--- src/wdhw_pkg.sv ---
/*
  package for the watchdog and halt/wake-up block: register map, field layout,
  reset values, mode and state enumerations, timing constants.
  assumes an axi4-lite master with 32-bit data and one aligned word per register.
*/
package wdhw_pkg;
  localparam logic [3:0] WDHW_OFS_WDOG_CTRL = 4'h0;
  localparam logic [3:0] WDHW_OFS_RST_FLAGS = 4'h4;
  localparam logic [3:0] WDHW_OFS_PWR_CTRL = 4'h8;
  localparam logic [3:0] WDHW_OFS_STATUS = 4'hc;
  localparam logic [7:0] WDHW_WDOG_CTRL_RST = 8'h53;
  localparam logic [4:0] WDHW_KEY_A = 5'h15;
  localparam logic [4:0] WDHW_KEY_B = 5'h0a;
  localparam int WDHW_KEY_LSB = 3;
  localparam int WDHW_SRF_BIT = 0;
  localparam int WDHW_UVF_BIT = 2;
  localparam int WDHW_FKEEP_BIT = 1;
  localparam int WDHW_SKEEP_BIT = 0;
  localparam int WDHW_PORTA_WAKE_ENABLE_LSB = 8;
  localparam int WDHW_PORTA_W = 8;
  localparam int WDHW_CNT_W = 16;
  localparam logic [1:0] WDHW_RESP_OKAY = 2'b00;
  localparam logic [1:0] WDHW_RESP_SLVERR = 2'b10;
  localparam int WDHW_PRESCALE = 8;
  // soft reset delay in ns, default figure for simulation
  localparam int WDHW_SRESET_NS = 100;
  localparam int WDHW_CLK_NS = 10;
  localparam int WDHW_SRESET_CYC = (WDHW_SRESET_NS + WDHW_CLK_NS - 1) / WDHW_CLK_NS;

  typedef enum logic [2:0] {
    WDHW_RUN, WDHW_SLEEP, WDHW_IDLE_SLOW_ONLY, WDHW_IDLE_BOTH_CLOCKS, WDHW_IDLE_FAST_ONLY
  } wdhw_mode_t;

  typedef enum logic [1:0] {
    WDHW_RESUME_NONE, WDHW_RESUME_NEXT, WDHW_RESUME_VECTOR, WDHW_RESUME_PCSP
  } wdhw_resume_t;

  typedef struct packed {
    logic halt;
    logic clear_watchdog_instr;
    logic int_req;
    logic int_enabled;
    logic stack_full;
  } wdhw_core_in_t;

  typedef struct packed {
    logic fast_clk_en;
    logic slow_clk_en;
    logic cpu_stall;
  } wdhw_clk_out_t;
endpackage : wdhw_pkg

--- src/wdhw_top.sv ---
/*
  watchdog timer with halt, power-down and wake-up control.
  assumes one 100 MHz clock, a slow-oscillator tick input already in this domain,
  port a pins from outside (synchronised here), and core strobes on this clock.
*/
// Local design decisions: the register offsets and the AXI4-Lite slave port.
`timescale 1ns/1ns
module wdhw_top
  import wdhw_pkg::*;
#(
  parameter int SRESET_CYC = WDHW_SRESET_CYC
) (
  input wire logic aclk,
  input wire logic aresetn,
  input wire logic clk_en,
  input wire logic [3:0] s_axi_awaddr,
  input wire logic s_axi_awvalid,
  output logic s_axi_awready,
  input wire logic [31:0] s_axi_wdata,
  input wire logic [3:0] s_axi_wstrb,
  input wire logic s_axi_wvalid,
  output logic s_axi_wready,
  output logic [1:0] s_axi_bresp,
  output logic s_axi_bvalid,
  input wire logic s_axi_bready,
  input wire logic [3:0] s_axi_araddr,
  input wire logic s_axi_arvalid,
  output logic s_axi_arready,
  output logic [31:0] s_axi_rdata,
  output logic [1:0] s_axi_rresp,
  output logic s_axi_rvalid,
  input wire logic s_axi_rready,
  input wire logic slow_osc_tick,
  input wire logic undervoltage_event,
  input wire wdhw_core_in_t core_in,
  input wire logic [WDHW_PORTA_W-1:0] porta_pins,
  output wdhw_clk_out_t clk_out,
  output wdhw_resume_t resume,
  output logic device_reset,
  output logic power_down_flag,
  output logic wdog_expiry_flag
);
  // axi slave state
  logic aw_held_reg, w_held_reg, bvalid_reg, rvalid_reg;
  logic [3:0] awaddr_reg;
  logic [31:0] wdata_reg, rdata_reg;
  logic [3:0] wstrb_reg;
  logic [1:0] bresp_reg, rresp_reg;
  // block state
  logic [7:0] watchdog_control_reg;
  logic soft_reset_flag_reg, undervoltage_reset_flag_reg;
  logic [1:0] system_clock_control_reg;
  logic [WDHW_PORTA_W-1:0] porta_wake_enable_reg;
  logic [WDHW_PORTA_W-1:0] pa_s1_reg, pa_s2_reg, pa_s3_reg, pa_level_reg;
  logic [2:0] presc_reg;
  logic [WDHW_CNT_W-1:0] cnt_reg;
  logic [15:0] srst_cnt_reg;
  logic srst_pend_reg, int_masked_reg, pdf_reg, to_reg, dev_rst_reg;
  wdhw_resume_t resume_reg;
  wdhw_mode_t mode_reg, mode_next;

  wire do_write = aw_held_reg && w_held_reg && !bvalid_reg;
  wire wr_ctrl = do_write && awaddr_reg == WDHW_OFS_WDOG_CTRL && wstrb_reg[0];
  wire wr_flags = do_write && awaddr_reg == WDHW_OFS_RST_FLAGS && wstrb_reg[0];
  wire wr_pwr = do_write && awaddr_reg == WDHW_OFS_PWR_CTRL;
  wire wr_ok = awaddr_reg == WDHW_OFS_WDOG_CTRL || awaddr_reg == WDHW_OFS_RST_FLAGS
    || awaddr_reg == WDHW_OFS_PWR_CTRL || awaddr_reg == WDHW_OFS_STATUS;
  wire [4:0] new_key = wdata_reg[WDHW_KEY_LSB +: 5];
  wire key_bad = wr_ctrl && new_key != WDHW_KEY_A && new_key != WDHW_KEY_B;
  wire asleep = mode_reg != WDHW_RUN;
  wire halt_go = core_in.halt && !asleep;
  wire div_tick = slow_osc_tick && presc_reg == 3'(WDHW_PRESCALE - 1);

  // threshold per period code; a lookup keeps the exponents visible
  logic [4:0] period_exp;
  always_comb begin
    case (watchdog_control_reg[2:0])
      3'h0: period_exp = 5'h05;
      3'h1: period_exp = 5'h07;
      3'h2: period_exp = 5'h09;
      3'h3: period_exp = 5'h0b;
      3'h4: period_exp = 5'h0c;
      3'h5: period_exp = 5'h0d;
      3'h6: period_exp = 5'h0e;
      default: period_exp = 5'h0f;
    endcase
  end
  wire [WDHW_CNT_W:0] limit = (WDHW_CNT_W+1)'(1) << period_exp;
  wire overflow = div_tick && ((WDHW_CNT_W+1)'(cnt_reg) + 1'b1 == limit);
  wire cnt_clear = key_bad || core_in.clear_watchdog_instr || halt_go;

  // pin falling edge, counted once stages two and three agree
  wire [WDHW_PORTA_W-1:0] pa_stable = ~(pa_s2_reg ^ pa_s3_reg);
  wire [WDHW_PORTA_W-1:0] pa_fall = pa_stable & pa_level_reg & ~pa_s3_reg;
  wire pin_wake = |(pa_fall & porta_wake_enable_reg);
  wire int_wake = core_in.int_req && !int_masked_reg;

  // mode chosen from the two keep bits at halt
  always_comb begin
    mode_next = mode_reg;
    case (mode_reg)
      WDHW_RUN: begin
        if (halt_go) begin
          case (system_clock_control_reg)
            2'b00: mode_next = WDHW_SLEEP;
            2'b01: mode_next = WDHW_IDLE_SLOW_ONLY;
            2'b11: mode_next = WDHW_IDLE_BOTH_CLOCKS;
            default: mode_next = WDHW_IDLE_FAST_ONLY;
          endcase
        end
      end
      default: begin
        if (overflow || pin_wake || int_wake) begin
          mode_next = WDHW_RUN;
        end
      end
    endcase
  end

  always_ff @(posedge aclk) begin
    if (!aresetn) begin
      mode_reg <= WDHW_RUN;
    end else if (clk_en) begin
      mode_reg <= mode_next;
    end
  end

  // where the core resumes after a wake
  wdhw_resume_t resume_next;
  always_comb begin
    resume_next = WDHW_RESUME_NONE;
    if (asleep && overflow) begin
      resume_next = WDHW_RESUME_PCSP;
    end else if (asleep && int_wake && core_in.int_enabled && !core_in.stack_full) begin
      resume_next = WDHW_RESUME_VECTOR;
    end else if (asleep && (int_wake || pin_wake)) begin
      resume_next = WDHW_RESUME_NEXT;
    end
  end

  always_ff @(posedge aclk) begin
    if (!aresetn) begin
      presc_reg <= 3'h0;
      cnt_reg <= '0;
      resume_reg <= WDHW_RESUME_NONE;
      int_masked_reg <= 1'b0;
    end else if (clk_en) begin
      if (slow_osc_tick) begin
        presc_reg <= presc_reg + 3'h1;
      end
      // counting continues in every mode, sleep included
      if (cnt_clear || overflow) begin
        cnt_reg <= '0;
      end else if (div_tick) begin
        cnt_reg <= cnt_reg + 1'b1;
      end
      resume_reg <= resume_next;
      if (halt_go) begin
        int_masked_reg <= core_in.int_req;
      end else if (!asleep) begin
        int_masked_reg <= 1'b0;
      end
    end
  end

  // flags, soft reset delay and device reset
  always_ff @(posedge aclk) begin
    if (!aresetn) begin
      pdf_reg <= 1'b0;
      to_reg <= 1'b0;
      soft_reset_flag_reg <= 1'b0;
      undervoltage_reset_flag_reg <= 1'b0;
      srst_pend_reg <= 1'b0;
      srst_cnt_reg <= 16'h0000;
      dev_rst_reg <= 1'b0;
    end else if (clk_en) begin
      dev_rst_reg <= 1'b0;
      if (halt_go) begin
        pdf_reg <= 1'b1;
        to_reg <= 1'b0;
      end else if (core_in.clear_watchdog_instr) begin
        pdf_reg <= 1'b0;
      end
      if (overflow) begin
        to_reg <= 1'b1;
        dev_rst_reg <= !asleep;
      end
      if (key_bad) begin
        srst_pend_reg <= 1'b1;
        srst_cnt_reg <= 16'(SRESET_CYC);
      end else if (srst_pend_reg) begin
        if (srst_cnt_reg == 16'h0001) begin
          srst_pend_reg <= 1'b0;
          dev_rst_reg <= 1'b1;
        end
        srst_cnt_reg <= srst_cnt_reg - 16'h0001;
      end
      // hardware set wins over a software clear in the same cycle
      if (srst_pend_reg && srst_cnt_reg == 16'h0001) begin
        soft_reset_flag_reg <= 1'b1;
      end else if (wr_flags && !wdata_reg[WDHW_SRF_BIT]) begin
        soft_reset_flag_reg <= 1'b0;
      end
      if (undervoltage_event) begin
        undervoltage_reset_flag_reg <= 1'b1;
      end else if (wr_flags && !wdata_reg[WDHW_UVF_BIT]) begin
        undervoltage_reset_flag_reg <= 1'b0;
      end
    end
  end

  // port a synchroniser: stage one feeds only stage two
  always_ff @(posedge aclk) begin
    if (!aresetn) begin
      pa_s1_reg <= '1;
      pa_s2_reg <= '1;
      pa_s3_reg <= '1;
      pa_level_reg <= '1;
    end else if (clk_en) begin
      pa_s1_reg <= porta_pins;
      pa_s2_reg <= pa_s1_reg;
      pa_s3_reg <= pa_s2_reg;
      for (int i = 0; i < WDHW_PORTA_W; i++) begin
        if (pa_stable[i]) begin
          pa_level_reg[i] <= pa_s3_reg[i];
        end
      end
    end
  end

  // software registers
  always_ff @(posedge aclk) begin
    if (!aresetn) begin
      watchdog_control_reg <= WDHW_WDOG_CTRL_RST;
      system_clock_control_reg <= 2'b00;
      porta_wake_enable_reg <= '0;
    end else if (clk_en) begin
      if (wr_ctrl) begin
        watchdog_control_reg <= wdata_reg[7:0];
      end
      if (wr_pwr && wstrb_reg[0]) begin
        system_clock_control_reg <= wdata_reg[1:0];
      end
      if (wr_pwr && wstrb_reg[1]) begin
        porta_wake_enable_reg <= wdata_reg[WDHW_PORTA_WAKE_ENABLE_LSB +: WDHW_PORTA_W];
      end
    end
  end

  // axi4-lite slave: address and data taken in either order, one write at a time
  wire [31:0] rd_mux =
    (s_axi_araddr == WDHW_OFS_WDOG_CTRL) ? {24'h0, watchdog_control_reg} :
    (s_axi_araddr == WDHW_OFS_RST_FLAGS) ?
      {29'h0, undervoltage_reset_flag_reg, 1'b0, soft_reset_flag_reg} :
    (s_axi_araddr == WDHW_OFS_PWR_CTRL) ?
      {16'h0, porta_wake_enable_reg, 6'h00, system_clock_control_reg} :
    {24'h0, 1'b0, mode_reg, 2'b00, to_reg, pdf_reg};
  wire rd_ok = s_axi_araddr == WDHW_OFS_WDOG_CTRL || s_axi_araddr == WDHW_OFS_RST_FLAGS
    || s_axi_araddr == WDHW_OFS_PWR_CTRL || s_axi_araddr == WDHW_OFS_STATUS;

  always_ff @(posedge aclk) begin
    if (!aresetn) begin
      aw_held_reg <= 1'b0;
      w_held_reg <= 1'b0;
      bvalid_reg <= 1'b0;
      rvalid_reg <= 1'b0;
      awaddr_reg <= 4'h0;
      wdata_reg <= 32'h0;
      wstrb_reg <= 4'h0;
      bresp_reg <= WDHW_RESP_OKAY;
      rresp_reg <= WDHW_RESP_OKAY;
      rdata_reg <= 32'h0;
    end else if (clk_en) begin
      if (s_axi_awvalid && s_axi_awready) begin
        aw_held_reg <= 1'b1;
        awaddr_reg <= s_axi_awaddr;
      end
      if (s_axi_wvalid && s_axi_wready) begin
        w_held_reg <= 1'b1;
        wdata_reg <= s_axi_wdata;
        wstrb_reg <= s_axi_wstrb;
      end
      if (do_write) begin
        bvalid_reg <= 1'b1;
        bresp_reg <= wr_ok ? WDHW_RESP_OKAY : WDHW_RESP_SLVERR;
        aw_held_reg <= 1'b0;
        w_held_reg <= 1'b0;
      end else if (bvalid_reg && s_axi_bready) begin
        bvalid_reg <= 1'b0;
      end
      if (s_axi_arvalid && s_axi_arready) begin
        rvalid_reg <= 1'b1;
        rdata_reg <= rd_ok ? rd_mux : 32'h0;
        rresp_reg <= rd_ok ? WDHW_RESP_OKAY : WDHW_RESP_SLVERR;
      end else if (rvalid_reg && s_axi_rready) begin
        rvalid_reg <= 1'b0;
      end
    end
  end

  assign s_axi_awready = clk_en && !aw_held_reg && !bvalid_reg;
  assign s_axi_wready = clk_en && !w_held_reg && !bvalid_reg;
  assign s_axi_bvalid = bvalid_reg;
  assign s_axi_bresp = bresp_reg;
  assign s_axi_arready = clk_en && !rvalid_reg;
  assign s_axi_rvalid = rvalid_reg;
  assign s_axi_rdata = rdata_reg;
  assign s_axi_rresp = rresp_reg;

  // stalled in every power-down mode; the watchdog alone runs in sleep
  assign clk_out.cpu_stall = asleep;
  assign clk_out.fast_clk_en = mode_reg == WDHW_RUN || mode_reg == WDHW_IDLE_BOTH_CLOCKS
    || mode_reg == WDHW_IDLE_FAST_ONLY;
  assign clk_out.slow_clk_en = mode_reg == WDHW_RUN || mode_reg == WDHW_IDLE_BOTH_CLOCKS
    || mode_reg == WDHW_IDLE_SLOW_ONLY;
  assign resume = resume_reg;
  assign device_reset = dev_rst_reg;
  assign power_down_flag = pdf_reg;
  assign wdog_expiry_flag = to_reg;

  property p_halt_flags;
    @(posedge aclk) disable iff (!aresetn)
      (clk_en && halt_go) |=> (pdf_reg && !to_reg && asleep);
  endproperty
  a_halt_flags: assert property (p_halt_flags) else $error("halt flags wrong");

  property p_idle_slow;
    @(posedge aclk) disable iff (!aresetn)
      (clk_en && halt_go && system_clock_control_reg == 2'b01)
        |=> (!clk_out.fast_clk_en && clk_out.slow_clk_en && clk_out.cpu_stall);
  endproperty
  a_idle_slow: assert property (p_idle_slow) else $error("idle slow clocks wrong");

  property p_idle_both;
    @(posedge aclk) disable iff (!aresetn)
      (clk_en && halt_go && system_clock_control_reg == 2'b11)
        |=> (clk_out.fast_clk_en && clk_out.slow_clk_en && clk_out.cpu_stall);
  endproperty
  a_idle_both: assert property (p_idle_both) else $error("idle both clocks wrong");

  property p_idle_fast;
    @(posedge aclk) disable iff (!aresetn)
      (clk_en && halt_go && system_clock_control_reg == 2'b10)
        |=> (clk_out.fast_clk_en && !clk_out.slow_clk_en);
  endproperty
  a_idle_fast: assert property (p_idle_fast) else $error("idle fast clocks wrong");

  property p_sleep;
    @(posedge aclk) disable iff (!aresetn)
      (clk_en && halt_go && system_clock_control_reg == 2'b00)
        |=> (!clk_out.fast_clk_en && !clk_out.slow_clk_en);
  endproperty
  a_sleep: assert property (p_sleep) else $error("sleep clocks wrong");

  property p_cnt_clear;
    @(posedge aclk) disable iff (!aresetn)
      (clk_en && cnt_clear) |=> cnt_reg == '0;
  endproperty
  a_cnt_clear: assert property (p_cnt_clear) else $error("counter not cleared");

  property p_wdt_wake;
    @(posedge aclk) disable iff (!aresetn)
      (clk_en && asleep && overflow)
        |=> (!asleep && to_reg && resume == WDHW_RESUME_PCSP && !device_reset);
  endproperty
  a_wdt_wake: assert property (p_wdt_wake) else $error("watchdog wake wrong");

  property p_run_timeout;
    @(posedge aclk) disable iff (!aresetn)
      (clk_en && !asleep && overflow) |=> (device_reset && to_reg);
  endproperty
  a_run_timeout: assert property (p_run_timeout) else $error("run timeout wrong");

  property p_srf_sticky;
    @(posedge aclk) disable iff (!aresetn)
      (soft_reset_flag_reg && !(clk_en && wr_flags)) |=> soft_reset_flag_reg;
  endproperty
  a_srf_sticky: assert property (p_srf_sticky) else $error("soft flag lost");

  property p_pin_wake;
    @(posedge aclk) disable iff (!aresetn)
      (clk_en && asleep && pin_wake && !overflow && !int_wake)
        |=> (!asleep && resume == WDHW_RESUME_NEXT);
  endproperty
  a_pin_wake: assert property (p_pin_wake) else $error("pin wake wrong");
endmodule : wdhw_top

--- config.mk ---
export PLATFORM = sky130hd
export DESIGN_NAME = wdhw_top
export DESIGN_NICKNAME = d
export VERILOG_FILES = /design/src/wdhw_pkg.sv /design/src/wdhw_top.sv
export SDC_FILE = /design/constraint.sdc
export NUM_CORES = 1
export LEC_CHECK = 0
export BUFFER_PORTS_ARGS = -buffer_cell sky130_fd_sc_hd__buf_2
export CAP_MARGIN = 20
export CORE_ASPECT_RATIO = 0.8
export CORE_UTILIZATION = 35
export DETAILED_ROUTE_END_ITERATION = 8
export MAX_ROUTING_LAYER = met4
export PLACE_DENSITY = 0.6
export SETUP_SLACK_MARGIN = 0.02
export SLEW_MARGIN = 20
export SYNTH_ARGS = -nofsm -noshare
export SYNTH_HDL_FRONTEND = slang
export SYNTH_SLANG_ARGS = --single-unit
--- constraint.sdc ---
create_clock -name aclk -period 4.04 [get_ports aclk]
set_input_delay 0.606 -clock aclk [delete_from_list [all_inputs] [get_ports aclk]]
set_output_delay 0.606 -clock aclk [all_outputs]
set_load 0.1 [all_outputs]
### Word level (Yosys, flattened, before mapping)

Index checks and enable logic that the tools add are counted.
Widths: inputs -> output; s select.

* flip-flop bits (word level): 159
* bits of input ports: 67

* eq/ne operators: 24
* shift-type cells: 1
* bitwise logic cells: 6
* mux-type cells: 43
* reductions and logical operators: 103
* add/subtract/negate cells: 4

Operators with widths (number)
* $mux 16: 8
* $reduce_and 2->1: 27
* $logic_and 1x1->1: 33
* $pmux 4 s7: 1
* $mux 1: 26
* $and 8x8->8: 3
* $reduce_bool 2->1: 11
* $add 16x1->17 const B: 1
* $eq 17x17->1: 1
* $shl 1x5->17 const A: 1
* $add 16x1->16 const B: 1
* $eq 16x1->1 const B: 1
* $eq 4x4->1 const B: 4
* $not 8->8: 2
* $sub 16x1->16 const B: 1
* $eq 3x3->1 const B: 5
* $logic_or 1x1->1: 15
* $eq 3x2->1 const B: 4
* $logic_not 1->1: 9
* $mux 3: 3
* $pmux 3 s3: 1
* $eq 4x3->1 const B: 2
* $logic_not 4->1: 2
* $mux 2: 4
* 14 further kinds: 15

### Logic depth before layout (Yosys ltp)

Gate-level depths: netlist of the first run.

* depth after elaboration: 11
* gate-level depth with buffers: 10

### Least setup slack after synthesis of the first run

OpenSTA, ideal clock, no wires.

* path kind: input to register
* start point: input clk_en
* end point: register rdata_reg[10] (netlist: s_axi_rdata[10])
* data arrival time: 4.020 ns
* data required time: 3.972 ns
* stages: 9
* path slack: -0.048 ns
* cells stage by stage: clkbuf_1 inv_1 nor2_1 nand2_1 nor3_1 and3b_1 clkbuf_1 a22oi_1 nor2_1

* cells in the longest elaborated chain, start to end: 3

Ends and longest elaborated chain
* start, declared: RTL line wdhw_top.sv:15 `input wire logic clk_en,`
* $logic_and 1x1->1: RTL line wdhw_top.sv:305 `assign s_axi_arready = clk_en && !rvalid_reg;`
* named net s_axi_arready: RTL line wdhw_top.sv:28 `output logic s_axi_arready,`
* $logic_and 1x1->1: RTL line wdhw_top.sv:291 `if (s_axi_arvalid && s_axi_arready) begin`
* $reduce_and 2->1 (no line)
* end signal, assigned: RTL line wdhw_top.sv:293 `rdata_reg <= rd_ok ? rd_mux : 32'h0;`
* end, declared: RTL line wdhw_top.sv:46 `logic [31:0] wdata_reg, rdata_reg;`

The timed path passes the listed nets, and every way through them passes these cells.
A chain may end at the register's enable or synchronous reset.

### Worst setup path in the final report of the first run

* start point: register cnt_reg[2]
* end point: register cnt_reg[5]

* cells in the longest elaborated chain, start to end: 6
* elaborated cells on any way between the ends: 9
* those cells by class: add/sub: 2; eq/ne: 1; mux: 2; reduce/logical: 4

Ends and longest elaborated chain
* start, declared: RTL line wdhw_top.sv:56 `logic [WDHW_CNT_W-1:0] cnt_reg;`
* start signal, assigned: RTL line wdhw_top.sv:155 `cnt_reg <= cnt_reg + 1'b1;`
* $add 16x1->17: RTL line wdhw_top.sv:89 `wire overflow = div_tick && ((WDHW_CNT_W+1)'(cnt_reg) + 1'b1 == limit);`
* $eq 17x17->1: RTL line wdhw_top.sv:89
* $logic_and 1x1->1: RTL line wdhw_top.sv:89
* $logic_or 1x1->1: RTL line wdhw_top.sv:152 `if (cnt_clear || overflow) begin`
* $reduce_bool 2->1 (no line)
* $reduce_and 2->1 (no line)

Parallel ways exist; a longest one is shown, timed or not. The select of a mux whose other input is x is not followed.

==> results of run 1 <==
## cells in the mapped netlist, types with 5 or more instances
cell type / number / area (µm²)
sky130_fd_sc_hd__a22oi_1: 14 / 105.1
sky130_fd_sc_hd__nor3_1: 16 / 80.08
sky130_fd_sc_hd__xor2_1: 6 / 52.55
sky130_fd_sc_hd__nand4_1: 16 / 100.1
sky130_fd_sc_hd__o21ai_0: 24 / 120.1
sky130_fd_sc_hd__buf_2: 7 / 35.03
sky130_fd_sc_hd__nor4_1: 6 / 37.54
sky130_fd_sc_hd__buf_4: 19 / 142.6
sky130_fd_sc_hd__inv_1: 14 / 52.55
sky130_fd_sc_hd__nand2b_1: 9 / 56.30
sky130_fd_sc_hd__clkbuf_1: 33 / 123.9
sky130_fd_sc_hd__mux2i_1: 48 / 480.5
sky130_fd_sc_hd__nand2_1: 112 / 420.4
sky130_fd_sc_hd__and2_1: 6 / 37.54
sky130_fd_sc_hd__nor2_1: 86 / 322.8
sky130_fd_sc_hd__a21oi_1: 55 / 275.3
sky130_fd_sc_hd__xnor2_1: 18 / 157.7
sky130_fd_sc_hd__nand3_1: 27 / 135.1
sky130_fd_sc_hd__ha_1: 9 / 112.6
sky130_fd_sc_hd__nor2b_1: 5 / 31.28
sky130_fd_sc_hd__dfxtp_1: 141 / 2823
sky130_fd_sc_hd__nor4bb_1: 7 / 70.07
## through the flow
step,power [µW],utilization (%),setup WS [ns]
4_1_cts,3414,41.80,0.8013
3_3_place_gp,1818,38.50,0.8334
3_5_place_dp,1820,38.50,0.8396
2_1_floorplan,1754,-,0.5433
6_report,3384,41.80,0.8034
5_1_grt,3500,41.80,0.5919
## cell usage in the layout (no fill, tap or decap), drive strengths merged, types with 4 or more instances in the layout
| master | n |
|---|---|
| dfxtp | 141 |
| nand2 | 112 |
| nor2 | 86 |
| buf | 86 |
| a21oi | 56 |
| mux2i | 48 |
| nand3 | 28 |
| o21ai | 24 |
| clkbuf | 21 |
| xnor2 | 18 |
| conb | 18 |
| nor3 | 17 |
| nand4 | 17 |
| inv | 16 |
| a22oi | 14 |
| nand2b | 9 |
| ha | 9 |
| nor4bb | 7 |
| nor4 | 7 |
| and2 | 6 |
| xor2 | 6 |
| nor2b | 5 |
| nand3b | 4 |
| nand4b | 4 |
| a21o | 4 |
| or4 | 4 |
| o211ai | 4 |
| a211oi | 4 |
| o22ai | 4 |
| a22o | 4 |
| clkinv | 4 |
## power by group through the flow
stage / clock network, µW / registers (µW) / logic (µW)
6_report: 1590 / 1450 / 343
2_1_floorplan: 0 / 1490 / 259
4_1_cts: 1620 / 1450 / 345
5_1_grt: 1680 / 1450 / 366
3_3_place_gp: 0 / 1480 / 343
3_5_place_dp: 0 / 1480 / 344
## worst max path at each step
stage               start         endpoint  slack, ns  cells after the start
2_1_floorplan      clk_en  s_axi_rdata[10]       0.54                      9
3_3_place_gp   cnt_reg[5]       cnt_reg[6]       0.83                      8
3_5_place_dp   cnt_reg[5]       cnt_reg[5]       0.84                      8
4_1_cts        cnt_reg[2]       cnt_reg[5]       0.80                      8
5_1_grt        cnt_reg[5]       cnt_reg[7]       0.59                      8
6_report       cnt_reg[2]       cnt_reg[5]       0.80                      8
## layout make-up
type / instances / area share, %
clock buffer: 21 / 6.082
clock inverter: 9 / 1.818
inverter: 15 / 0.7437
multi-input combinational: 559 / 44.36
sequential: 141 / 37.28
tap: 230 / 3.801
timing repair buffer: 86 / 5.916
## worst reg2reg max path, cell delays in order, from the launching register on
cell                        delay (ns)
sky130_fd_sc_hd__dfxtp_1          0.49
sky130_fd_sc_hd__nand3_1          0.24
sky130_fd_sc_hd__nor4_4           0.47
sky130_fd_sc_hd__nand3_2          0.16
sky130_fd_sc_hd__or4b_1           0.52
sky130_fd_sc_hd__a31oi_2          0.26
sky130_fd_sc_hd__o2111ai_4        0.36
sky130_fd_sc_hd__a21oi_4          0.46
sky130_fd_sc_hd__o21ai_0          0.15
## metal layers
metal  wire length (µm)  global-route usage [%]  part of all wire (%)  vias to the layer above
li1                   -                       -                     -                     2744
met1               7696                   23.14                    49                     2563
met2               7204                   28.07                    46                      117
met3                735                   3.932                   4.7                       10
met4                124                   4.750                  0.79                        0
met5                  0                       -                     0                        -
## cell families (layout without fill, tap and decap cells)
family,Yosys count,in the layout,share of synthesized area [%]
XOR/XNOR,24,24,3.243
AND/OR/NAND/NOR,322,322,24.09
multiplexers,50,50,7.933
adder cells (fa/ha/maj),9,9,1.737
other,1,18,0.05785
flip-flops,141,141,43.54
buffers and inverters,78,131,5.752
AO/OA/AOI/OAI,136,136,13.65
==> out/summary.txt, run 1 <==
GLOBAL ROUTING
----------------------------------------------------------------------------------------------------
Via count of the first global-routing pass                                                      5043
Total congestion overflow after global routing                                                     0
Number of antenna violations at the first check in global routing                                  0
Global-route wire length before repair                                                      25920 µm
Total routing resource utilization after global routing                                       17.80%
Pin count of the biggest net entering global routing                                              64

CLOCK TREE
----------------------------------------------------------------------------------------------------
Root buf cell                                                                           sky130_fd_sc_hd__clkbuf_16
Latest clock arrival within the worst-skew pair                                              0.42 ns
Cts bufs inserted                                                                                 17
Clock tree from TritonCTS                                                                       done
Clock-pin slew reported for the worst setup and hold paths after clock tree synthesis        0.06 ns
CTS sink count                                                                                   141
Buffers inserted by post-CTS timing repair                                                         0
Resize count post-CTS                                                                              0
Maximum level of the CTS H-tree                                                                    4
Maximum buffer depth of the clock tree                                                             2
Number of hold-repair buffers added at the cts stage                                               0

PLACED DESIGN
----------------------------------------------------------------------------------------------------
Cell area after placement                                                                   6973 µm²
HPWL after DPL                                                                              10870 µm
Cells after DPL                                                                                 1031
Input/output buffers                                                                              79
Final Wtd Congestion                                                                          0.8020

STA
----------------------------------------------------------------------------------------------------
RSZ-0062 raised after global routing                                                              no
Worst hold slack                                                                           0.3973 ns
Count of final setup violators                                                                     0
Aggregate negative setup slack                                                                  0 ns
Fin. Hold Viols                                                                                    0
Minimum period implied by the final worst setup slack                                       3.237 ns
Worst-Margin Slew                                                                          0.9094 ns
Relative slew slack                                                                           38.91%
Final critical-path share of the clock period                                                 80.11%
Max-slew violation total from the final report                                                     0
Max frequency                                                                             0.3090 GHz
Post-route clock skew                                                                     0.01066 ns

SYNTHESIS
----------------------------------------------------------------------------------------------------
Total standard cell area after synthesis                                                    6482 µm²
Number of flip-flops and latches in the synthesized netlist                                      141
Synthesized area per cell                                                                  8.518 µm²
Sequential-to-total area share from yosys stat                                                43.54%
Synth async-reset ratio                                                                           0%
Post-synth cell types                                                                             68
Yosys Warn Count                                                                                   0
Most used flip-flop cell after synthesis                                                sky130_fd_sc_hd__dfxtp_1
Post-synth EDFFs                                                                                   0
Synth Instances                                                                                  761

WORST SETUP PATH
----------------------------------------------------------------------------------------------------
Critical path type                                                                      register to register
Crit-path max FO                                                                                  19
Worst reg-to-reg setup slack                                                                 0.80 ns
Count of buffer and inverter cells on the critical path                                            0
Reg2Reg Capture Point                                                                     cnt_reg[5]
Critical path endpoint category                                                             register
Start of the worst register-to-register path                                              cnt_reg[2]
Critical path's largest stage delay                                                          0.52 ns
Required time at the endpoint of the critical path                                           4.33 ns
Critical path data arrival time                                                              3.52 ns
Cell chain of the critical path                                                         nand3_1 -> nor4_4 -> nand3_2 -> or4b_1 -> a31oi_2 -> o2111ai_4 -> a21oi_4 -> o21ai_0
Cell with the largest stage delay on the worst path                                     sky130_fd_sc_hd__or4b_1
Family with the most delay on the worst path                                            simple AND/OR/NAND/NOR gates
Sort of element at the start of the critical path                                           register
Count of cells along the worst register-to-register path                                           8

DIE
----------------------------------------------------------------------------------------------------
Die ar.                                                                                    19070 µm²
FP Rows                                                                                           44
Number of primary I/O pins                                                                       116
Area of the core                                                                           18110 µm²
Die extent in y                                                                             123.7 µm
Floorplan die width                                                                         154.2 µm
Effective utilization at floorplan                                                            35.79%

PWR
----------------------------------------------------------------------------------------------------
Part of the total power dissipated in sequential elements                                      42.7%
Highest ir drop seen on vdd                                                                0.2906 mV
Switching share of power                                                                      26.32%
Share of total power in the clock network                                                      47.1%
Leakage                                                                                  0.003106 µW
Cell Int Power                                                                               2493 µW
Switching component of the power                                                            890.7 µW
Cell area power density                                                                 446.9 nW/µm²
Share of power burned in combinational logic                                                   10.1%

FINISH
----------------------------------------------------------------------------------------------------
Area used by multi-input combinational logic                                                3358 µm²
Post-route insts no fill                                                                        1061
NumNets Final                                                                                    896
Fill cell count                                                                                 1849
Antenna Cells                                                                                      0
Share of cells above drive strength 1                                                         15.64%
Total non-filler cell area in the finished layout                                           7571 µm²
Flip-flop and latch area                                                                    2823 µm²
Synthesis-to-finish area growth                                                               16.79%

WORST HOLD PATH
----------------------------------------------------------------------------------------------------
Endpoint with the worst hold slack                                                      pa_s1_reg[3]
Path class of the lowest-slack min-delay path                                           input pin to register
Hold_sp                                                                                 porta_pins[3]
Worst Hold Path Cells                                                                              3

DRT
----------------------------------------------------------------------------------------------------
Iteration-0 DRC Markers                                                                          348
Number of vias per cell                                                                        5.122
Pre-antenna DRT Iters                                                                              7
Number of routed nets with antenna violations                                                      0
Detailed-route wire length                                                                  15760 µm
Number of design rule violations left after detail routing                                         0
Mean routed wirelength per cell                                                             14.85 µm
Vias post-DR                                                                                    5434

RUN STATUS
----------------------------------------------------------------------------------------------------
Status                                                                                     completed

RUN
----------------------------------------------------------------------------------------------------
Count of max-cap constraint violations                                                             0

Power figures use the tool's default switching activity.
==> run 2: changes to the inputs <==
==> constraint.sdc (replaced) <==
create_clock -name aclk -period 3.01 [get_ports aclk]
set_input_delay 0.4515 -clock aclk [delete_from_list [all_inputs] [get_ports aclk]]
set_output_delay 0.4515 -clock aclk [all_outputs]
set_load 0.1 [all_outputs]
==> out/summary.txt, run 2 (synthesized netlist as in run 1, its figures left out) <==
RUN STATUS
----------------------------------------------------------------------------------------------------
Status                                                                                     completed

GLOBAL ROUTING
----------------------------------------------------------------------------------------------------
Total congestion overflow after global routing                                                     0   unchanged
Global-route wire length before repair                                                      25830 µm   -0.35%
Total routing resource utilization after global routing                                       17.97%   +0.17 points
Pin count of the biggest net entering global routing                                              70   +9.4%
Via count of the first global-routing pass                                                      4899   -2.9%
Number of antenna violations at the first check in global routing                                  0   unchanged

DIE
----------------------------------------------------------------------------------------------------
Die ar.                                                                                    19070 µm²   unchanged
Die extent in y                                                                             123.7 µm   unchanged
Area of the core                                                                           18110 µm²   unchanged
Number of primary I/O pins                                                                       116   unchanged
FP Rows                                                                                           44   unchanged
Effective utilization at floorplan                                                            35.79%   unchanged
Floorplan die width                                                                         154.2 µm   unchanged

WORST SETUP PATH
----------------------------------------------------------------------------------------------------
Critical path type                                                                      register to register
Count of cells along the worst register-to-register path                                           9   +1
Reg2Reg Capture Point                                                                      resume[1]
Critical path data arrival time                                                              3.15 ns   -0.37 ns
Critical path endpoint category                                                             register
Required time at the endpoint of the critical path                                           3.37 ns   -0.96 ns
Worst reg-to-reg setup slack                                                                 0.22 ns   -0.58 ns
Sort of element at the start of the critical path                                           register
Start of the worst register-to-register path                                              cnt_reg[5]
Crit-path max FO                                                                                  13   -6

FINISH
----------------------------------------------------------------------------------------------------
Share of cells above drive strength 1                                                         18.38%   +2.7 points
Antenna Cells                                                                                      0   unchanged
Commonest non-fill, non-tap cell in the layout                                          sky130_fd_sc_hd__dfxtp_1
NumNets Final                                                                                    918   +2.5%
Fill cell count                                                                                 1782   -3.6%
Final core utilization                                                                        43.25%   +1.5 points
Post-route insts no fill                                                                        1084   +2.2%
Area used by multi-input combinational logic                                                3391 µm²   +0.97%
Flip-flop and latch area                                                                    2823 µm²   unchanged
Synthesis-to-finish area growth                                                               20.85%
Commonest cells after routing, fill and taps aside                                      sky130_fd_sc_hd__dfxtp_1 (141), sky130_fd_sc_hd__nand2_1 (112), sky130_fd_sc_hd__nor2_1 (83), sky130_fd_sc_hd__buf_2 (76), sky130_fd_sc_hd__a21oi_1 (55)

WORST HOLD PATH
----------------------------------------------------------------------------------------------------
Path class of the lowest-slack min-delay path                                           input pin to register
Hold_sp                                                                                 porta_pins[4]
Endpoint with the worst hold slack                                                      pa_s1_reg[4]
Worst Hold Path Cells                                                                              3   unchanged

DRT
----------------------------------------------------------------------------------------------------
Detailed-route wire length                                                                  16140 µm   +2.4%
Pre-antenna DRT Iters                                                                              5   -2
Number of routed nets with antenna violations                                                      0   unchanged
Iteration-0 DRC Markers                                                                          329   -5.5%
Mean routed wirelength per cell                                                             14.89 µm   +0.21%
Number of vias per cell                                                                        5.025   -1.9%
Number of design rule violations left after detail routing                                         0   unchanged
Vias post-DR                                                                                    5447   +0.24%

CLOCK TREE
----------------------------------------------------------------------------------------------------
Maximum buffer depth of the clock tree                                                             2   unchanged
CTS sink count                                                                                   141   unchanged
Clock-pin slew reported for the worst setup and hold paths after clock tree synthesis        0.06 ns   about the same
Root buf cell                                                                           sky130_fd_sc_hd__clkbuf_16
Latest clock arrival within the worst-skew pair                                              0.42 ns   about the same
Cts bufs inserted                                                                                 17   unchanged
Number of hold-repair buffers added at the cts stage                                               0   unchanged
Resize count post-CTS                                                                              0   unchanged
Buffers inserted by post-CTS timing repair                                                         0   unchanged
Maximum level of the CTS H-tree                                                                    4   unchanged
Clock tree from TritonCTS                                                                       done

PWR
----------------------------------------------------------------------------------------------------
Cell area power density                                                                 580.9 nW/µm²   +30%
Total power draw                                                                             4550 µW   +34%
Highest ir drop seen on vdd                                                                0.4216 mV   +45%
Leakage                                                                                  0.003247 µW   +4.5%

STA
----------------------------------------------------------------------------------------------------
Minimum period implied by the final worst setup slack                                       2.786 ns   -0.4505 ns
Post-route clock skew                                                                     0.01130 ns   +0.0006430 ns
Aggregate negative setup slack                                                                  0 ns   unchanged
Fin. Hold Viols                                                                                    0   unchanged
Relative slew slack                                                                           47.81%   +8.9 points
Max frequency                                                                             0.3589 GHz   +16%
Count of final setup violators                                                                     0   unchanged
Final critical-path share of the clock period                                                 92.56%   +12 points
Worst-Margin Slew                                                                          0.7829 ns   -0.1265 ns
Max-slew violation total from the final report                                                     0   unchanged
RSZ-0062 raised after global routing                                                              no
Final worst slack                                                                          0.2240 ns   -0.5795 ns

RUN
----------------------------------------------------------------------------------------------------
Count of max-cap constraint violations                                                             0   unchanged

PLACED DESIGN
----------------------------------------------------------------------------------------------------
HPWL after DPL                                                                              11300 µm   +4.0%
Pre-CTS worst setup slack                                                                  0.2432 ns   -0.5963 ns
Cells after DPL                                                                                 1053   +2.1%
Final Wtd Congestion                                                                          0.8407   +4.8%
Input/output buffers                                                                              79   unchanged

## run 2: changes by cell type in the layout (fill, tap and decap cells not counted), sizes merged
cell / change
clkbuf: -2
buf: +22
inv: +3
## run 2: layout make-up
cell class / count / share of cell area (%)
sequential: 141 / 36.03
clock buffer: 19 / 5.526
multi-input combinational: 559 / 43.28
tap: 230 / 3.674
inverter: 15 / 0.7187
timing repair buffer: 108 / 8.721
clock inverter: 12 / 2.044
## run 2: through the flow
| step | instance area, µm² | hold slack (ns) |
|---|---|---|
| detailed placement | 7231 | 0.4485 |
| floorplan | 6559 | 0.4323 |
| global placement | 7218 | 0.4419 |
| finish | 7834 | 0.2437 |
| CTS | 7824 | 0.2333 |
| global route | 7834 | 0.2299 |
## run 2: power by group
group | leakage [µW] | switching [µW] | internal [µW] | total (µW)
combinational | 0.00181 | 370 | 115 | 486
sequential | 0.00114 | 32.9 | 1910 | 1940
clock | 0.000289 | 817 | 1310 | 2130
total | 0.00325 | 1220 | 3330 | 4550
## run 2: layer usage
| metal | global-route usage (%) | share of wire, % | vias to the layer above |
|---|---|---|---|
| met5 | - | 0 | - |
| li1 | - | - | 2797 |
| met1 | 24.30 | 51 | 2531 |
| met4 | 4.625 | 0.77 | 0 |
| met2 | 26.90 | 44 | 108 |
| met3 | 4.280 | 4.0 | 11 |
## run 2: worst max path at each step
stage	startpoint	to	slack, ns	cells past startpoint
global placement	aw_held_reg	cnt_reg[2]	0.26	7
finish	cnt_reg[5]	resume[1]	0.22	9
detailed placement	cnt_reg[0]	resume[1]	0.24	10
CTS	cnt_reg[0]	resume[1]	0.20	10
global route	cnt_reg[4]	resume[1]	0.06	9
floorplan	s_axi_bvalid	cnt_reg[10]	0.05	7
## run 2: worst max-delay path: stages (launching register included)
cell                        delay [ns]
sky130_fd_sc_hd__dfxtp_1          0.42
sky130_fd_sc_hd__nand4_2          0.17
sky130_fd_sc_hd__nor4_4           0.36
sky130_fd_sc_hd__nand3_2          0.11
sky130_fd_sc_hd__or4b_1           0.48
sky130_fd_sc_hd__a31oi_2          0.28
sky130_fd_sc_hd__o2111ai_4        0.24
sky130_fd_sc_hd__buf_12           0.23
sky130_fd_sc_hd__a2111oi_2        0.30
sky130_fd_sc_hd__a31o_1           0.13
==> run 3: changes to the inputs <==
--- a/config.mk
+++ b/config.mk
@@ -11,7 +11,8 @@
 export CORE_UTILIZATION = 35
 export DETAILED_ROUTE_END_ITERATION = 8
 export MAX_ROUTING_LAYER = met4
-export PLACE_DENSITY = 0.6
+export PLACE_DENSITY = 0.55
+export RECOVER_POWER = 25
 export SETUP_SLACK_MARGIN = 0.02
 export SLEW_MARGIN = 20
 export SYNTH_ARGS = -nofsm -noshare
==> out/summary.txt, run 3 (synthesized netlist as in run 1, its figures left out) <==
FINISH
----------------------------------------------------------------------------------------------------
Commonest non-fill, non-tap cell in the layout                                          sky130_fd_sc_hd__dfxtp_1
Antenna Cells                                                                                      0   unchanged
NumNets Final                                                                                    924   +0.65%
Commonest cells after routing, fill and taps aside                                      sky130_fd_sc_hd__dfxtp_1 (141), sky130_fd_sc_hd__nand2_1 (112), sky130_fd_sc_hd__nor2_1 (86), sky130_fd_sc_hd__buf_2 (75), sky130_fd_sc_hd__a21oi_1 (55)
Share of cells above drive strength 1                                                         18.23%   -0.15 points
Synthesis-to-finish area growth                                                               20.81%   about the same

WORST SETUP PATH
----------------------------------------------------------------------------------------------------
Sort of element at the start of the critical path                                           register
Cell with the largest stage delay on the worst path                                     sky130_fd_sc_hd__or4b_1
Critical path data arrival time                                                              3.13 ns   -0.02 ns
Cell chain of the critical path                                                         nand4_2 -> nor4_4 -> nand3_2 -> or4b_1 -> a31oi_2 -> o2111ai_4 -> buf_4 -> a2111oi_2 -> a31o_1
Critical path's largest stage delay                                                          0.48 ns   about the same
Required time at the endpoint of the critical path                                           3.38 ns   about the same
Critical path type                                                                      register to register
Critical path endpoint category                                                             register
Count of buffer and inverter cells on the critical path                                            1   unchanged
Crit-path max FO                                                                                   7   -6
Family with the most delay on the worst path                                            simple AND/OR/NAND/NOR gates

CLOCK TREE
----------------------------------------------------------------------------------------------------
Maximum level of the CTS H-tree                                                                    4   unchanged
Latest clock arrival within the worst-skew pair                                              0.42 ns   about the same
Cts bufs inserted                                                                                 17   unchanged
Maximum buffer depth of the clock tree                                                             2   unchanged
Number of hold-repair buffers added at the cts stage                                               0   unchanged
Buffers inserted by post-CTS timing repair                                                         0   unchanged
CTS sink count                                                                                   141   unchanged
Clock-pin slew reported for the worst setup and hold paths after clock tree synthesis        0.06 ns   about the same
Root buf cell                                                                           sky130_fd_sc_hd__clkbuf_16
Clock tree from TritonCTS                                                                       done

DIE
----------------------------------------------------------------------------------------------------
Die extent in y                                                                             123.7 µm   unchanged
Floorplan die width                                                                         154.2 µm   unchanged
Die ar.                                                                                    19070 µm²   unchanged
Number of primary I/O pins                                                                       116   unchanged
Effective utilization at floorplan                                                            35.79%   unchanged
Area of the core                                                                           18110 µm²   unchanged
FP Rows                                                                                           44   unchanged

GLOBAL ROUTING
----------------------------------------------------------------------------------------------------
Pin count of the biggest net entering global routing                                              70   unchanged
Total routing resource utilization after global routing                                       17.95%   -0.022 points
Total congestion overflow after global routing                                                     0   unchanged
Global-route wire length before repair                                                      25770 µm   -0.21%
Via count of the first global-routing pass                                                      4899   unchanged
Number of antenna violations at the first check in global routing                                  0   unchanged

DRT
----------------------------------------------------------------------------------------------------
Detailed-route wire length                                                                  16060 µm   -0.48%
Vias post-DR                                                                                    5488   +0.75%
Number of design rule violations left after detail routing                                         1   +1
Iteration-0 DRC Markers                                                                          322   -2.1%
Number of vias per cell                                                                        5.030   +0.11%
Number of routed nets with antenna violations                                                      0   unchanged
Pre-antenna DRT Iters                                                                              9   +4
Mean routed wirelength per cell                                                             14.72 µm   -1.1%

STA
----------------------------------------------------------------------------------------------------
Minimum period implied by the final worst setup slack                                       2.766 ns   -0.02009 ns
Final critical-path share of the clock period                                                 91.89%   -0.67 points
Aggregate negative setup slack                                                                  0 ns   unchanged
Max-slew violation total from the final report                                                    31   +31
RSZ-0062 raised after global routing                                                              no
Worst-Margin Slew                                                                           1.780 ns   +0.9968 ns
Count of final setup violators                                                                     0   unchanged
Max frequency                                                                             0.3615 GHz   +0.73%
Post-route clock skew                                                                    0.007155 ns   -0.004146 ns
Relative slew slack                                                                          -18.64%   -66 points
Fin. Hold Viols                                                                                    0   unchanged

RUN STATUS
----------------------------------------------------------------------------------------------------
Status                                                                                  finished with violations
Failing checks                                                                          DRC, capacitance limit, slew limit

WORST HOLD PATH
----------------------------------------------------------------------------------------------------
Path class of the lowest-slack min-delay path                                           input pin to register

PWR
----------------------------------------------------------------------------------------------------
Cell area power density                                                                 576.2 nW/µm²   -0.80%
Total power draw                                                                             4513 µW   -0.83%
Leakage                                                                                  0.003243 µW   about the same
Highest ir drop seen on vdd                                                                0.3594 mV   -15%

PLACED DESIGN
----------------------------------------------------------------------------------------------------
Input/output buffers                                                                              79   unchanged
HPWL after DPL                                                                              11310 µm   about the same
Final Wtd Congestion                                                                          0.8285   -1.5%

RUN
----------------------------------------------------------------------------------------------------
Count of max-cap constraint violations                                                             1   +1

## run 3: cell types whose count changed in the layout (fill, tap and decap cells not counted), moves of 2 or more
| cell | change |
|---|---|
| sky130_fd_sc_hd__clkbuf_1 | +3 |
| sky130_fd_sc_hd__buf_4 | +5 |
| sky130_fd_sc_hd__clkinvlp_4 | +2 |
| sky130_fd_sc_hd__nor2_2 | -2 |
| sky130_fd_sc_hd__nor2_1 | +3 |
## run 3: cell type report
type                       instances  area [µm²]
fill                            1786       10280
multi-input combinational        559        3374
sequential                       141        2823
timing repair buffer             114       706.9
clock buffer                      20       446.7
tap                              230       287.8
clock inverter                    12       136.4
inverter                          15       56.30
## run 3: stage by stage
step	utilization (%)	instances	area, µm²	worst slack [ns]	hold WS, ns
floorplan	-	778	6559	0.04680	0.4323
global placement	40.03	1059	7251	0.2211	0.4416
detailed placement	40.03	1059	7251	0.2477	0.4467
CTS	43.25	1091	7834	0.2285	0.2265
global route	43.24	1091	7831	0.03096	0.2240
finish	43.24	1091	7831	0.2441	0.2418
## run 3: what timing repair did
| item | in CTS | in global routing |
|---|---|---|
| resized for setup | 0 | 1 |
| setup endpoints to repair | 0 | 1 |
| hold endpoints to repair | 0 | 0 |
## run 3: worst reg2reg max path, cell delays in order (launching register included)
cell	delay [ns]
sky130_fd_sc_hd__dfxtp_1	0.45
sky130_fd_sc_hd__nand4_2	0.22
sky130_fd_sc_hd__nor4_4	0.33
sky130_fd_sc_hd__nand3_2	0.11
sky130_fd_sc_hd__or4b_1	0.48
sky130_fd_sc_hd__a31oi_2	0.26
sky130_fd_sc_hd__o2111ai_4	0.22
sky130_fd_sc_hd__buf_4	0.23
sky130_fd_sc_hd__a2111oi_2	0.29
sky130_fd_sc_hd__a31o_1	0.13
## run 3: path summary, 6_finish.rpt
| path | start | to | slack, ns | depth (start not counted) |
|---|---|---|---|---|
| worst max-delay path | cnt_reg[6] | resume[1] | 0.24 | 9 |
| worst min-delay path | porta_pins[3] | pa_s1_reg[3] | 0.24 | 3 |
| worst max register to register | cnt_reg[6] | resume[1] | 0.24 | 9 |
| worst min register to register | int_masked_reg | int_masked_reg | 0.45 | 2 |
## run 3: where the power goes
group	internal, µW	switching [µW]	total [µW]
logic	119	369	488
registers	1910	33.4	1940
clock network	1250	836	2080
## run 3: metal layers
layer / track usage, % / share of wire [%] / vias to the layer above
li1: - / - / 2807
met1: 24.76 / 52 / 2530
met2: 25.88 / 42 / 138
met3: 4.315 / 5.0 / 13
met4: 5.313 / 0.86 / 0
met5: - / 0 / -
